## config.mk

```make
export PLATFORM = sky130hd
export DESIGN_NAME = analog_reference_format_select
export DESIGN_NICKNAME = d
export VERILOG_FILES = /design/src/design/analog_ref_channel.v /design/src/design/switch_freq_derate.v /design/src/design/analog_reference_format_select.v
export VERILOG_INCLUDE_DIRS = /design/src /design/src/pkg
export SDC_FILE = /design/constraint.sdc
export NUM_CORES = 2
export LEC_CHECK = 0
export ABC_CLOCK_PERIOD_IN_PS = 140400
export BUFFER_PORTS_ARGS = -buffer_cell sky130_fd_sc_hd__buf_4
export CAP_MARGIN = 20
export CORE_MARGIN = 8
export CORE_UTILIZATION = 69
export CTS_BUF_LIST = sky130_fd_sc_hd__clkbuf_8
export DETAILED_ROUTE_END_ITERATION = 6
export MAX_ROUTING_LAYER = met4
export PLACE_DENSITY_LB_ADDON = 0.2
export RECOVER_POWER = 100
export SLEW_MARGIN = 40
export SYNTH_ARGS = -nofsm -noshare
export SYNTH_HDL_FRONTEND = slang
export SYNTH_SLANG_ARGS = --single-unit
```

## constraint.sdc

```tcl
create_clock -name clk_sys -period 140.4 [get_ports clk_sys]
set_input_delay 14.04 -clock clk_sys [delete_from_list [all_inputs] [get_ports clk_sys]]
set_output_delay 14.04 -clock clk_sys [all_outputs]
set_load 0.02 [all_outputs]
```

## src/pkg/analog_ref_map.vh

```
// offsets, field positions, reset values, format codes and timing counts
// assumes byte addressing on a 32-bit axi4-lite bus, one register per word
`ifndef ANALOG_REF_MAP_VH
`define ANALOG_REF_MAP_VH

`define REG_AI1_FMT 8'h00
`define REG_AI2_FMT 8'h04
`define REG_AI1_SCALE 8'h08
`define REG_AI1_OFFSET 8'h0C
`define REG_MAX_SPEED 8'h10
`define REG_MIN_SPEED 8'h14
`define REG_PRESET1 8'h18
`define REG_SWF_SET 8'h1C
`define REG_SWF_VIEW 8'h20
`define REG_IRQ_STATUS 8'h24
`define REG_IRQ_MASK 8'h28
`define REG_AI1_REF 8'h2C
`define REG_AI2_REF 8'h30
`define REG_SPEED 8'h34

`define FMT_UNI_V 4'h0
`define FMT_BIDIR_V 4'h1
`define FMT_MA_0_20 4'h2
`define FMT_4_20_TRIP 4'h3
`define FMT_4_20_PRESET 4'h4
`define FMT_20_4_TRIP 4'h5
`define FMT_20_4_PRESET 4'h6
`define FMT_INV_V 4'h7
`define FMT_POT 4'h8

`define RST_AI1_FMT 4'h8
`define RST_AI2_FMT 4'h0
`define RST_SCALE 16'h03E8
`define RST_OFFSET 16'h0000
`define RST_MAX_SPEED 16'h01F4
`define RST_MIN_SPEED 16'h0000
`define RST_PRESET1 16'h0064

`define SCALE_MAX 16'h4E20
`define OFFSET_LIM 16'h1388

`define ST_AI1_LOSS 0
`define ST_AI2_LOSS 1
`define ST_DERATE 2
`define ST_W 3
`define VIEW_DERATED_BIT 8

`define CODE_FULL 32'h00000FFF
`define CODE_4MA 12'h333
`define CODE_3MA 12'h266
`define CODE_SPAN_4_20 32'h00000CCC
`define PCT_FULL 32'h000003E8
`define REF_LIM 32'h00007530

`define SWF_MIN 6'h04
`define SWF_MAX 6'h20
`define SWF_RST 6'h08
`define SWF_STEP 6'h02

`define CLK_MHZ 100
`define DERATE_STEP_US 1000

`endif

```

## src/design/analog_ref_channel.v

```verilog
// one analog reference input: format decode, offset, scaling, loop-loss detect
// assumes level and pot codes already synchronised, 12-bit, full scale 10 v or 20 ma
`timescale 1ns/1ps
`include "analog_ref_map.vh"

module analog_ref_channel
(
	input wire clk_sys,
	input wire reset_n,
	input wire [11:0] level_code,
	input wire [11:0] pot_code,
	input wire [3:0] fmt,
	input wire [15:0] scale,
	input wire [15:0] offset,
	output reg [15:0] ref_q,
	output reg loss_q,
	output reg trip_q
);

	reg [11:0] src;
	reg [31:0] lin;
	reg signed [31:0] diff;
	reg signed [31:0] sc;
	reg is_420;
	reg is_inv;

	always @*
	begin
		src = (fmt == `FMT_POT) ? pot_code : level_code;
		is_420 = (fmt >= `FMT_4_20_TRIP) && (fmt <= `FMT_20_4_PRESET);
		is_inv = (fmt == `FMT_INV_V) || (fmt == `FMT_20_4_TRIP) || (fmt == `FMT_20_4_PRESET);
		// 0-10 v, 0-20 ma and pot share one linear span
		lin = ({20'h00000, src} * `PCT_FULL) / `CODE_FULL;
		if (is_420)
		begin
			if (src < `CODE_4MA)
				lin = 32'h00000000;
			else
				lin = ({20'h00000, src - `CODE_4MA} * `PCT_FULL) / `CODE_SPAN_4_20;
		end
		diff = $signed(lin) - {{16{offset[15]}}, offset};
		sc = (diff * $signed({16'h0000, scale})) / $signed(`PCT_FULL);
		// inversion after scaling so a reference at or below zero gives full speed
		if (is_inv)
			sc = $signed(`PCT_FULL) - sc;
		if (sc > $signed(`REF_LIM))
			sc = $signed(`REF_LIM);
		else if (sc < -$signed(`REF_LIM))
			sc = -$signed(`REF_LIM);
	end

	always @(posedge clk_sys)
	begin
		if (!reset_n)
		begin
			ref_q <= 16'h0000;
			loss_q <= 1'b0;
			trip_q <= 1'b0;
		end
		else
		begin
			ref_q <= sc[15:0];
			loss_q <= is_420 && (src < `CODE_3MA);
			trip_q <= is_420 && (src < `CODE_3MA) &&
				((fmt == `FMT_4_20_TRIP) || (fmt == `FMT_20_4_TRIP));
		end
	end

endmodule

```

## src/design/switch_freq_derate.v

```verilog
// effective switching frequency, stepped down while the heatsink is too hot
// assumes over_temp already synchronised; steps back up once it clears
`timescale 1ns/1ps
`include "analog_ref_map.vh"

module switch_freq_derate
#(
	parameter STEP_CYCLES = 100000,
	parameter CW = 24
)
(
	input wire clk_sys,
	input wire reset_n,
	input wire over_temp,
	input wire [5:0] set_khz,
	output reg [5:0] actual_q,
	output wire derated,
	output reg derate_begin_q
);

	reg [CW-1:0] tick_q;
	wire tick;

	assign tick = (tick_q == STEP_CYCLES[CW-1:0] - 1'b1);
	assign derated = (actual_q < set_khz);

	always @(posedge clk_sys)
	begin
		if (!reset_n)
		begin
			tick_q <= {CW{1'b0}};
			actual_q <= `SWF_RST;
			derate_begin_q <= 1'b0;
		end
		else
		begin
			tick_q <= tick ? {CW{1'b0}} : tick_q + 1'b1;
			derate_begin_q <= 1'b0;
			// a lowered setting takes effect at once, without waiting a step
			if (actual_q > set_khz)
				actual_q <= set_khz;
			else if (tick && over_temp && actual_q > `SWF_MIN)
			begin
				actual_q <= (actual_q - `SWF_STEP < `SWF_MIN) ? `SWF_MIN
					: actual_q - `SWF_STEP;
				derate_begin_q <= !derated;
			end
			else if (tick && !over_temp && actual_q < set_khz)
				actual_q <= (actual_q + `SWF_STEP > set_khz) ? set_khz
					: actual_q + `SWF_STEP;
		end
	end

endmodule

```

## src/design/analog_reference_format_select.v

```verilog
// analog reference to speed command, with format select, loop loss and derating
// assumes an axi4-lite master on clk_sys and analog codes arriving asynchronously
//
// Implementation choices: the register addresses and the AXI4-Lite slave port.
`timescale 1ns/1ps
`include "analog_ref_map.vh"

// Behaviour
// unipolar volt format holds minimum speed when the reference is at or below zero.
// a reference of full scale commands exactly the maximum speed setting.
// bidirectional volt format reverses rotation when the reference is negative.
// 4-20mA trip format raises the loop-loss fault below 3mA.
// current formats with fallback run at preset speed 1 below 3mA.
// 20-4mA format also has a trip variant raising loop-loss below 3mA.
// inverted 10-0V format runs at maximum speed when reference is at or below zero.
// both inputs accept a 0-20mA current format.
// input 1 offers an integrated potentiometer format, its reset default.
// input 2 formats are 0-10V, 0-20mA, 4-20 and 20-4mA variants; default 0-10V.
// maximum switching frequency is settable 4 to 32 kHz, default 8 kHz.
// heatsink overheat lowers switching frequency, readable, with a derated flag.
// reference equals applied level minus offset, multiplied by the scaling factor.
// each format maps its span linearly to 0-100%; inverted spans run high to zero.
module analog_reference_format_select
#(
	parameter DERATE_STEP_CYCLES = `DERATE_STEP_US * `CLK_MHZ
)
(
	input wire clk_sys,
	input wire reset_n,
	input wire [7:0] s_axi_awaddr,
	input wire s_axi_awvalid,
	output wire s_axi_awready,
	input wire [31:0] s_axi_wdata,
	input wire [3:0] s_axi_wstrb,
	input wire s_axi_wvalid,
	output wire s_axi_wready,
	output reg [1:0] s_axi_bresp,
	output reg s_axi_bvalid,
	input wire s_axi_bready,
	input wire [7:0] s_axi_araddr,
	input wire s_axi_arvalid,
	output wire s_axi_arready,
	output reg [31:0] s_axi_rdata,
	output reg [1:0] s_axi_rresp,
	output reg s_axi_rvalid,
	input wire s_axi_rready,
	input wire [11:0] ai1_code,
	input wire [11:0] ai2_code,
	input wire [11:0] pot_code,
	input wire heatsink_over_temp,
	output reg [15:0] speed_cmd_q,
	output reg speed_reverse_q,
	output wire loop_loss_fault,
	output wire [5:0] actual_switch_freq_view,
	output wire switch_freq_derated_flag,
	output wire irq
);

	// pins: two flops each; codes are assumed to move slowly against clk_sys
	reg [11:0] ai1_s1_q, ai1_s2_q, ai2_s1_q, ai2_s2_q, pot_s1_q, pot_s2_q;
	reg hot_s1_q, hot_s2_q;

	always @(posedge clk_sys)
	begin
		if (!reset_n)
		begin
			ai1_s1_q <= 12'h000;
			ai1_s2_q <= 12'h000;
			ai2_s1_q <= 12'h000;
			ai2_s2_q <= 12'h000;
			pot_s1_q <= 12'h000;
			pot_s2_q <= 12'h000;
			hot_s1_q <= 1'b0;
			hot_s2_q <= 1'b0;
		end
		else
		begin
			ai1_s1_q <= ai1_code;
			ai1_s2_q <= ai1_s1_q;
			ai2_s1_q <= ai2_code;
			ai2_s2_q <= ai2_s1_q;
			pot_s1_q <= pot_code;
			pot_s2_q <= pot_s1_q;
			hot_s1_q <= heatsink_over_temp;
			hot_s2_q <= hot_s1_q;
		end
	end

	// configuration
	reg [3:0] ai1_fmt_q, ai2_fmt_q;
	reg [15:0] scale_q, offset_q, max_speed_q, min_speed_q, preset1_q;
	reg [5:0] swf_set_q;
	reg [`ST_W-1:0] status_q, mask_q;

	// two reference channels; input 2 has no scaling or offset of its own
	wire [31:0] ch_ref;
	wire [1:0] ch_loss;
	wire [1:0] ch_trip;

	genvar gi;
	generate
		for (gi = 0; gi < 2; gi = gi + 1)
		begin : g_ch
			analog_ref_channel u_ch
			(
				.clk_sys(clk_sys),
				.reset_n(reset_n),
				.level_code(gi == 0 ? ai1_s2_q : ai2_s2_q),
				.pot_code(pot_s2_q),
				.fmt(gi == 0 ? ai1_fmt_q : ai2_fmt_q),
				.scale(gi == 0 ? scale_q : `RST_SCALE),
				.offset(gi == 0 ? offset_q : `RST_OFFSET),
				.ref_q(ch_ref[gi*16 +: 16]),
				.loss_q(ch_loss[gi]),
				.trip_q(ch_trip[gi])
			);
		end
	endgenerate

	wire derate_begin;

	switch_freq_derate #(.STEP_CYCLES(DERATE_STEP_CYCLES)) u_derate
	(
		.clk_sys(clk_sys),
		.reset_n(reset_n),
		.over_temp(hot_s2_q),
		.set_khz(swf_set_q),
		.actual_q(actual_switch_freq_view),
		.derated(switch_freq_derated_flag),
		.derate_begin_q(derate_begin)
	);

	// a latched trip stays until software clears it
	assign loop_loss_fault = status_q[`ST_AI1_LOSS] | status_q[`ST_AI2_LOSS];
	assign irq = |(status_q & mask_q);

	// speed command from input 1
	localparam [31:0] pct_full = `PCT_FULL;
	reg signed [15:0] eff;
	reg [15:0] mag;
	reg rev;
	reg [31:0] prod;
	reg [15:0] spd;

	always @*
	begin
		eff = $signed(ch_ref[15:0]);
		rev = 1'b0;
		if (ai1_fmt_q == `FMT_BIDIR_V && eff < 0)
		begin
			rev = 1'b1;
			mag = -eff;
		end
		else if (eff <= 0)
			mag = 16'h0000;
		else
			mag = eff;
		if (mag > `PCT_FULL)
			mag = pct_full[15:0];
		prod = ({16'h0000, max_speed_q} * {16'h0000, mag}) / `PCT_FULL;
		spd = prod[15:0];
		if (spd < min_speed_q)
			spd = min_speed_q;
	end

	always @(posedge clk_sys)
	begin
		if (!reset_n)
		begin
			speed_cmd_q <= 16'h0000;
			speed_reverse_q <= 1'b0;
		end
		else if (ch_loss[0] && !ch_trip[0])
		begin
			speed_cmd_q <= preset1_q;
			speed_reverse_q <= 1'b0;
		end
		else if (status_q[`ST_AI1_LOSS] || ch_trip[0])
		begin
			speed_cmd_q <= 16'h0000;
			speed_reverse_q <= 1'b0;
		end
		else
		begin
			speed_cmd_q <= spd;
			speed_reverse_q <= rev;
		end
	end

	// axi4-lite write: address and data taken in either order
	reg aw_full_q, w_full_q;
	reg [7:0] awaddr_q;
	reg [31:0] wdata_q;
	reg [3:0] wstrb_q;
	wire [31:0] bmask;
	wire do_write;
	wire [31:0] nv;

	assign s_axi_awready = !aw_full_q;
	assign s_axi_wready = !w_full_q;
	assign do_write = aw_full_q && w_full_q && !s_axi_bvalid;
	assign bmask = {{8{wstrb_q[3]}}, {8{wstrb_q[2]}}, {8{wstrb_q[1]}}, {8{wstrb_q[0]}}};
	assign nv = wdata_q & bmask;

	function fmt_ok2;
		input [3:0] f;
		begin
			fmt_ok2 = (f == `FMT_UNI_V) || ((f >= `FMT_MA_0_20) && (f <= `FMT_20_4_PRESET));
		end
	endfunction

	reg wr_hit;

	always @*
	begin
		wr_hit = 1'b1;
		if (awaddr_q == `REG_AI1_FMT) wr_hit = 1'b1;
		else if (awaddr_q == `REG_AI2_FMT) wr_hit = 1'b1;
		else if (awaddr_q == `REG_AI1_SCALE) wr_hit = 1'b1;
		else if (awaddr_q == `REG_AI1_OFFSET) wr_hit = 1'b1;
		else if (awaddr_q == `REG_MAX_SPEED) wr_hit = 1'b1;
		else if (awaddr_q == `REG_MIN_SPEED) wr_hit = 1'b1;
		else if (awaddr_q == `REG_PRESET1) wr_hit = 1'b1;
		else if (awaddr_q == `REG_SWF_SET) wr_hit = 1'b1;
		else if (awaddr_q == `REG_IRQ_STATUS) wr_hit = 1'b1;
		else if (awaddr_q == `REG_IRQ_MASK) wr_hit = 1'b1;
		else wr_hit = 1'b0;
	end

	wire [`ST_W-1:0] st_set;
	wire [`ST_W-1:0] st_clr;

	assign st_set = {derate_begin, ch_trip[1], ch_trip[0]};
	assign st_clr = (do_write && awaddr_q == `REG_IRQ_STATUS) ? nv[`ST_W-1:0] : {`ST_W{1'b0}};

	always @(posedge clk_sys)
	begin
		if (!reset_n)
		begin
			aw_full_q <= 1'b0;
			w_full_q <= 1'b0;
			awaddr_q <= 8'h00;
			wdata_q <= 32'h00000000;
			wstrb_q <= 4'h0;
			s_axi_bvalid <= 1'b0;
			s_axi_bresp <= 2'h0;
			ai1_fmt_q <= `RST_AI1_FMT;
			ai2_fmt_q <= `RST_AI2_FMT;
			scale_q <= `RST_SCALE;
			offset_q <= `RST_OFFSET;
			max_speed_q <= `RST_MAX_SPEED;
			min_speed_q <= `RST_MIN_SPEED;
			preset1_q <= `RST_PRESET1;
			swf_set_q <= `SWF_RST;
			status_q <= {`ST_W{1'b0}};
			mask_q <= {`ST_W{1'b0}};
		end
		else
		begin
			if (s_axi_awvalid && !aw_full_q)
			begin
				awaddr_q <= {s_axi_awaddr[7:2], 2'b00};
				aw_full_q <= 1'b1;
			end
			if (s_axi_wvalid && !w_full_q)
			begin
				wdata_q <= s_axi_wdata;
				wstrb_q <= s_axi_wstrb;
				w_full_q <= 1'b1;
			end
			if (s_axi_bvalid && s_axi_bready)
				s_axi_bvalid <= 1'b0;
			if (do_write)
			begin
				aw_full_q <= 1'b0;
				w_full_q <= 1'b0;
				s_axi_bvalid <= 1'b1;
				s_axi_bresp <= wr_hit ? 2'h0 : 2'h2;
				// out-of-range values are dropped; scale and offset limits apply to the written bytes, not the merged value
				if (awaddr_q == `REG_AI1_FMT && wstrb_q[0] && nv[3:0] <= `FMT_POT)
					ai1_fmt_q <= nv[3:0];
				else if (awaddr_q == `REG_AI2_FMT && wstrb_q[0] && fmt_ok2(nv[3:0]))
					ai2_fmt_q <= nv[3:0];
				else if (awaddr_q == `REG_AI1_SCALE && nv[15:0] <= `SCALE_MAX)
					scale_q <= (scale_q & ~bmask[15:0]) | nv[15:0];
				else if (awaddr_q == `REG_AI1_OFFSET)
				begin
					if ($signed(nv[15:0]) <= $signed(`OFFSET_LIM) &&
						$signed(nv[15:0]) >= -$signed(`OFFSET_LIM))
						offset_q <= (offset_q & ~bmask[15:0]) | nv[15:0];
				end
				else if (awaddr_q == `REG_MAX_SPEED)
					max_speed_q <= (max_speed_q & ~bmask[15:0]) | nv[15:0];
				else if (awaddr_q == `REG_MIN_SPEED)
					min_speed_q <= (min_speed_q & ~bmask[15:0]) | nv[15:0];
				else if (awaddr_q == `REG_PRESET1)
					preset1_q <= (preset1_q & ~bmask[15:0]) | nv[15:0];
				else if (awaddr_q == `REG_SWF_SET && wstrb_q[0] &&
					nv[5:0] >= `SWF_MIN && nv[5:0] <= `SWF_MAX && nv[7:6] == 2'b00)
					swf_set_q <= nv[5:0];
				else if (awaddr_q == `REG_IRQ_MASK)
					mask_q <= (mask_q & ~bmask[`ST_W-1:0]) | nv[`ST_W-1:0];
			end
			// a new event in the clearing cycle survives the clear
			status_q <= (status_q & ~st_clr) | st_set;
		end
	end

	// axi4-lite read
	reg [31:0] rd_data;
	reg rd_hit;

	assign s_axi_arready = !s_axi_rvalid;

	always @*
	begin
		rd_hit = 1'b1;
		rd_data = 32'h00000000;
		if (s_axi_araddr[7:2] == `REG_AI1_FMT >> 2) rd_data = {28'h0, ai1_fmt_q};
		else if (s_axi_araddr[7:2] == `REG_AI2_FMT >> 2) rd_data = {28'h0, ai2_fmt_q};
		else if (s_axi_araddr[7:2] == `REG_AI1_SCALE >> 2) rd_data = {16'h0, scale_q};
		else if (s_axi_araddr[7:2] == `REG_AI1_OFFSET >> 2)
			rd_data = {{16{offset_q[15]}}, offset_q};
		else if (s_axi_araddr[7:2] == `REG_MAX_SPEED >> 2) rd_data = {16'h0, max_speed_q};
		else if (s_axi_araddr[7:2] == `REG_MIN_SPEED >> 2) rd_data = {16'h0, min_speed_q};
		else if (s_axi_araddr[7:2] == `REG_PRESET1 >> 2) rd_data = {16'h0, preset1_q};
		else if (s_axi_araddr[7:2] == `REG_SWF_SET >> 2)
		begin
			rd_data = {26'h0, swf_set_q};
			rd_data[`VIEW_DERATED_BIT] = switch_freq_derated_flag;
		end
		else if (s_axi_araddr[7:2] == `REG_SWF_VIEW >> 2)
		begin
			rd_data = {26'h0, actual_switch_freq_view};
			rd_data[`VIEW_DERATED_BIT] = switch_freq_derated_flag;
		end
		else if (s_axi_araddr[7:2] == `REG_IRQ_STATUS >> 2) rd_data = {29'h0, status_q};
		else if (s_axi_araddr[7:2] == `REG_IRQ_MASK >> 2) rd_data = {29'h0, mask_q};
		else if (s_axi_araddr[7:2] == `REG_AI1_REF >> 2)
			rd_data = {{16{ch_ref[15]}}, ch_ref[15:0]};
		else if (s_axi_araddr[7:2] == `REG_AI2_REF >> 2)
			rd_data = {{16{ch_ref[31]}}, ch_ref[31:16]};
		else if (s_axi_araddr[7:2] == `REG_SPEED >> 2)
			rd_data = {15'h0, speed_reverse_q, speed_cmd_q};
		else rd_hit = 1'b0;
	end

	always @(posedge clk_sys)
	begin
		if (!reset_n)
		begin
			s_axi_rvalid <= 1'b0;
			s_axi_rdata <= 32'h00000000;
			s_axi_rresp <= 2'h0;
		end
		else if (s_axi_arvalid && !s_axi_rvalid)
		begin
			s_axi_rvalid <= 1'b1;
			s_axi_rdata <= rd_data;
			s_axi_rresp <= rd_hit ? 2'h0 : 2'h2;
		end
		else if (s_axi_rvalid && s_axi_rready)
			s_axi_rvalid <= 1'b0;
	end

endmodule

```

After elaboration in Yosys (flattened, before gate mapping)

Index checks and enable logic that the tools add are counted.

Register bits: 321
Input bits: 96
Output and inout port bits: 67
Logic and storage cells: 298

$add $sub $neg: 9
Multiply operators: 7
Divide/modulo/power cells: 7
$lt $le $gt $ge: 29
Eq/ne operators: 34
Multiplexer cells: 69
Bitwise gates (word level): 30
Reductions and logical operators: 71

Operators by type and width:

| operator                 | number |
|---|---|
| $mux W32                 | 19 |
| $div A22 B12 Y32 const B | 4 |
| $mux W16                 | 8 |
| $and A16 B16 Y16         | 6 |
| $or A16 B16 Y16          | 5 |
| $mul A12 B7 Y19 const B  | 4 |
| $div A32 B11 Y32 const B | 2 |
| $gt A32 B16 Y1 const B   | 2 |
| $lt A32 B16 Y1 const B   | 2 |
| $sub A11 B32 Y32 const A | 2 |
| $eq A6 B3 Y1 const B     | 8 |
| $eq A6 B4 Y1 const B     | 8 |
| $lt A12 B10 Y1 const B   | 4 |
| $div A32 B10 Y32 const B | 1 |
| $mul A16 B16 Y32         | 1 |
| $mul A32 B17 Y32         | 1 |
| $mul A32 B8 Y29 const B  | 1 |
| $sub A32 B32 Y32         | 1 |
| $logic_and A1 B1 Y1      | 31 |
| $mux W15                 | 2 |
| $mux W6                  | 5 |
| $mux W1                  | 29 |
| $add A24 B1 Y24 const B  | 1 |
| $eq A24 B17 Y1 const B   | 1 |
| 54 further kinds         | 108 |

Longest topological paths before layout

Word-level depth: 16
Gate-level depth with buffers: 228
Depth with buffers taken out: 208

Modules after synthesis

Synthesis repeated with hierarchy kept, for this count alone.

Cells, all modules: 12,063
Area total of the unflattened synthesis: 92,313.5 µm²

By module, submodules not included:

| module                         | times used | cells each | area an instance (µm²) | sequential area each (µm²) |
|---|---|---|---|---|
| analog_ref_channel             | 2          | 4,345      | 32,379.8               | 360.3 |
| analog_reference_format_select | 1          | 3,148      | 25,694.6               | 4,784.6 |
| switch_freq_derate             | 1          | 225        | 1,859.3                | 620.6 |

Worst setup path after synthesis

No wires, ideal clock.

Kind: reg-to-reg
Start point: register ai1_fmt_q[1]
End point: register g_ch[0].u_ch.ref_q[13]
Setup time: 0.087 ns
Arrival: 48.603 ns
Data required time: 140.313 ns
Path slack: 91.710 ns
Stages on the path, launching flop included: 207
Buffers on the path: 19
Clock period less this slack: 48.690 ns
Cell sequence: dfxtp_1 clkbuf_1 nor4_1 clkbuf_1 mux2i_1 inv_1 ha_1 a21oi_1 o21ai_0 xnor2_1 ha_1 inv_1 fa_1 inv_1 fa_1 inv_1 fa_1 inv_1 [171 not listed] mux2i_1 xnor2_1 a311oi_1 ha_1 and2_1 or3_1 a311o_1 a22oi_1 or4b_1 nand2_1 nor2_1 nor2_1 xor2_1 or4_1 nor4_1 nor2_1 buf_2 o31ai_1

Longest elaborated chain between the ends: 15
Elaborated cells between the ends (all ways): 27
Classes of those cells: add/sub: 3; mul: 3; div: 3; order compare: 5; eq/ne: 4; mux: 6; reduce/logical: 3

RTL lines:

| item                              | RTL line                             | RTL |
|---|---|---|
| start: declaration                | analog_reference_format_select.v:90  | `reg [3:0] ai1_fmt_q, ai2_fmt_q;` |
| start signal: assignment          | analog_reference_format_select.v:247 | `` ai1_fmt_q <= `RST_AI1_FMT; `` |
| start signal: assignment          | analog_reference_format_select.v:281 | `ai1_fmt_q <= nv[3:0];` |
| $eq A4 B4 Y1 (no source line)     | -                                    |  |
| $mux W12                          | analog_ref_channel.v:29              | `` src = (fmt == `FMT_POT) ? pot_code : level_code; `` |
| $sub A12 B10 Y12 (no source line) | -                                    |  |
| $mul A12 B7 Y19 (no source line)  | -                                    |  |
| $div A22 B12 Y32 (no source line) | -                                    |  |
| $mux W32                          | analog_ref_channel.v:36              | `` if (src < `CODE_4MA) `` |
| $mux W32                          | analog_ref_channel.v:34              | `if (is_420)` |
| $sub A32 B32 Y32                  | analog_ref_channel.v:41              | `diff = $signed(lin) - {{16{offset[15]}}, offset};` |
| $mul A32 B17 Y32                  | analog_ref_channel.v:42              | `` sc = (diff * $signed({16'h0000, scale})) / $signed(`PCT_FULL); `` |
| $div A32 B11 Y32                  | analog_ref_channel.v:42              |  |
| $sub A11 B32 Y32                  | analog_ref_channel.v:45              | `` sc = $signed(`PCT_FULL) - sc; `` |
| $mux W32 *                        | analog_ref_channel.v:44              | `if (is_inv)` |
| $lt A32 B16 Y1                    | analog_ref_channel.v:48              | `` else if (sc < -$signed(`REF_LIM)) `` |
| $mux W16                          | analog_ref_channel.v:48              |  |
| $mux W15 *                        | analog_ref_channel.v:46              | `` if (sc > $signed(`REF_LIM)) `` |
| end signal: assignment            | analog_ref_channel.v:62              | `ref_q <= sc[15:0];` |
| end: declaration                  | analog_ref_channel.v:15              | `output reg [15:0] ref_q,` |

Mark *: on every way between the ends. The rest lies on a longest branch, timed or not.
A chain may end at the register's enable or synchronous reset.

Final worst setup path

Start point: register ai1_fmt_q[3]
End point: register g_ch[0].u_ch.ref_q[5]

Same word-level chain as after synthesis.

==> reports/results.ini <==
[outcome]
status = finished, violations left
violations = max-capacitance violations, max-slew violations

[worst_setup_path]
crit_fanout = 17
r2r-start = ai1_fmt_q[3]
critPathKind = register to register
end_kind = register
slowest_stage = a2111oi_0
r2r_slack_ps = 72730
r2r-end = g_ch[0].u_ch.ref_q[5]
critical_path_arrival_ps = 68180
crit_required_ps = 140910
crit_top_cell = o21ai_0
reg2regPathDepth = 197
start_kind = register
max_stage_delay_ps = 1750

[final_layout]
drive_above_1_share = 0.0613
nets = 11925
syn_to_final_growth_pct = 4.27

[placed_design]
gp_congestion = 1.04
io_buffers = 138
dp_hpwl_mm = 195

[logic_synthesis]
netlist_instances = 10694
synth_area_leaders = fa_1 (17%), ha_1 (7.9%), dfxtp_1 (7.6%)
ys_types = 153
synth_edf_count = 0
synth_top_area_cell = fa_1
syn_avg_cell_area_sq_um = 7.48
yosys.area.top_type_share = 0.169
synthArstFlopShare = 0
synth.cell_area_sq_mm = 0.0800
synth-main-ff-cell = dfxtp_1
yosys_register_bits = 305
yosys_warnings = 0
seq_area_frac_synth = 0.0763

[drt]
drt_pass1_iterations = 7
routedWlPerCell_microns = 20.1
met3_length_mm = 22.3
met1Wirelength_mm = 96.9
ant_nets = 0
detailroute.wirelength.met2_mm = 114
vias_per_cell = 6.58
top_layer_used = met4
route.detailed.drc = 0
drtIter0Drc = 7884
vias = 80423
routed_wl_mm = 246

[hold_path]
min-delay-start = g_ch[1].u_ch.trip_q
whs_path_depth = 2
hold_class = register to register
hold_end = status_q[1]

[timing]
finalSetupTns_ps = 0
min_period_ps = 67670
worst_slew_pin_slew_ps = 3130
slew_viol_final = 374
finClkSkew_ps = 81.7
relSlewSlack = -1.09
rsz0062_at_grt = no
fmax_ghz = 0.0148
setup_viol = 0
fin_crit_sh = 0.482
hold_viol = 0

[die]
die_area_sq_mm = 0.127
initial_utilization = 0.692
die_y_microns = 356
core_sq_mm = 0.116
rows = 125
die_w_microns = 356
ios = 163

[clock_tree]
clk_latency_ps = 700
cts_setup_buffers = 0
htreeDepth = 2
cts.path.max_buffers = 3
cts_inserted_buffers = 52
clkTransAtPathRegs_ps = 70
holdBufCountCts = 0
ctsRootBufferMaster = clkbuf_8
cts_tree = built
cts_resized = 0
cts_sinks = 305

[run]
drv_cap = 11

[global_route]
grt_pass1_vias = 78598
antenna_found_initial = 3
grt_max_degree = 78
grtUsageTotal = 0.384
overflow = 0
grt_pass1_wl_mm = 398

==> cells in the mapped netlist (28+ instances only) <==
cell	n
a21o_1	108
a211oi_1	108
fa_1	675
or4_1	36
o31ai_1	74
and2_1	322
o211a_1	28
o2111ai_1	43
or3_1	105
o211ai_1	109
a21boi_0	40
o21ai_1	87
nand2b_1	119
xnor2_1	545
a221oi_1	46
mux2_2	65
nand2_1	1169
o21a_1	95
nand4_1	97
buf_2	49
o21ai_0	454
o21bai_1	53
mux2i_1	251
dfxtp_1	305
nand3_1	274
nor3_1	280
xor2_1	225
and3_1	123
a311oi_1	31
clkbuf_1	341
ha_1	502
nor4_1	97
a31oi_1	124
a21oi_1	552
o22ai_1	59
o31a_1	45
or2_2	71
nor3b_1	29
nor2_1	847
nor2b_1	121
inv_1	1174
a22oi_1	33
a211o_1	45
==> per-stage QoR <==
step | setup WS [ps] | instance area, sq um | std cells | hold slack (ps) | util
2_1_floorplan | 91710 | 80300 | 10791 | 411 | -
3_3_place_gp | 80350 | 82300 | 12116 | 415 | 0.712
3_5_place_dp | 80750 | 82600 | 12120 | 420 | 0.714
4_1_cts | 80490 | 83700 | 12214 | 393 | 0.724
5_1_grt | 67550 | 83400 | 12219 | 448 | 0.721
6_report | 72730 | 83400 | 12219 | 417 | 0.721
==> cell families after synthesis <==
logic type / count (synthesis) / synth area share
buffers and inverters: 1627 / 0.0789
adders and majority gates: 1199 / 0.250
other: 2 / 0.0000939
AOI/OAI and AO/OA: 2605 / 0.228
and+or+nand+nor: 3842 / 0.235
xor gates and xnor gates: 782 / 0.0871
DFF: 305 / 0.0763
muxes: 332 / 0.0441
==> layout by cell type, fill, tap and decap left out, types with 87 or more instances in the layout <==
master / instances
and3_1: 123
mux2i_1: 243
o211ai_1: 112
and2_1: 266
fa_1: 674
a31oi_1: 121
a21oi_1: 554
or3_1: 105
o21ai_1: 87
buf_4: 168
conb_1: 99
nor2_1: 845
a211oi_1: 108
xor2_1: 218
o21a_1: 95
nor3_1: 276
nand3_1: 274
xnor2_1: 526
nor4_1: 93
a21o_1: 108
nor2b_1: 119
inv_1: 1196
ha_1: 502
nand4_1: 97
nand2b_1: 119
o21ai_0: 456
nand2_1: 1169
dfxtp_1: 305
==> critical path, delay by kind of cell (launching register included) <==
family                   cells  cell delay [ps]
multiplexers                12             5210
buffers and inverters       14             3240
flip-flops                   1              470
AO/OA/AOI/OAI               81            30840
adder cells (fa/ha/maj)     17             6800
XOR/XNOR                    14             4630
AND/OR/NAND/NOR             59            16220
==> worst max-delay path by stage <==
stage | cells after the start | start | to | slack [ps]
finish | 197 | ai1_fmt_q[3] | g_ch[0].u_ch.ref_q[5] | 72730
global route | 199 | ai1_fmt_q[3] | g_ch[0].u_ch.ref_q[5] | 67550
CTS | 196 | ai1_fmt_q[3] | g_ch[0].u_ch.ref_q[5] | 80490
detailed placement | 196 | ai1_fmt_q[3] | g_ch[0].u_ch.ref_q[5] | 80750
global placement | 196 | ai1_fmt_q[3] | g_ch[0].u_ch.ref_q[14] | 80350
floorplan | 206 | ai1_fmt_q[1] | g_ch[0].u_ch.ref_q[13] | 91710
==> cell type report <==
class / instances / area [sq um]
antenna: 3 / 7.51
clock buffer: 58 / 798
clock inverter: 36 / 305
fill: 9413 / 32200
inverter: 1187 / 4460
multi-input combinational: 8859 / 68200
sequential: 305 / 6110
tap: 1524 / 1910
timing repair buffer: 247 / 1560
==> routing by layer <==
layer | global-route usage | up-vias
met1 | 0.468 | 38476
li1 | - | 37174
met2 | 0.624 | 3906
met4 | 0.173 | 0
met3 | 0.0657 | 867
met5 | - | -
Power is left out: the tool's default activity adds up to more than one toggle a clock period on the data nets, which glitch-free logic cannot reach.
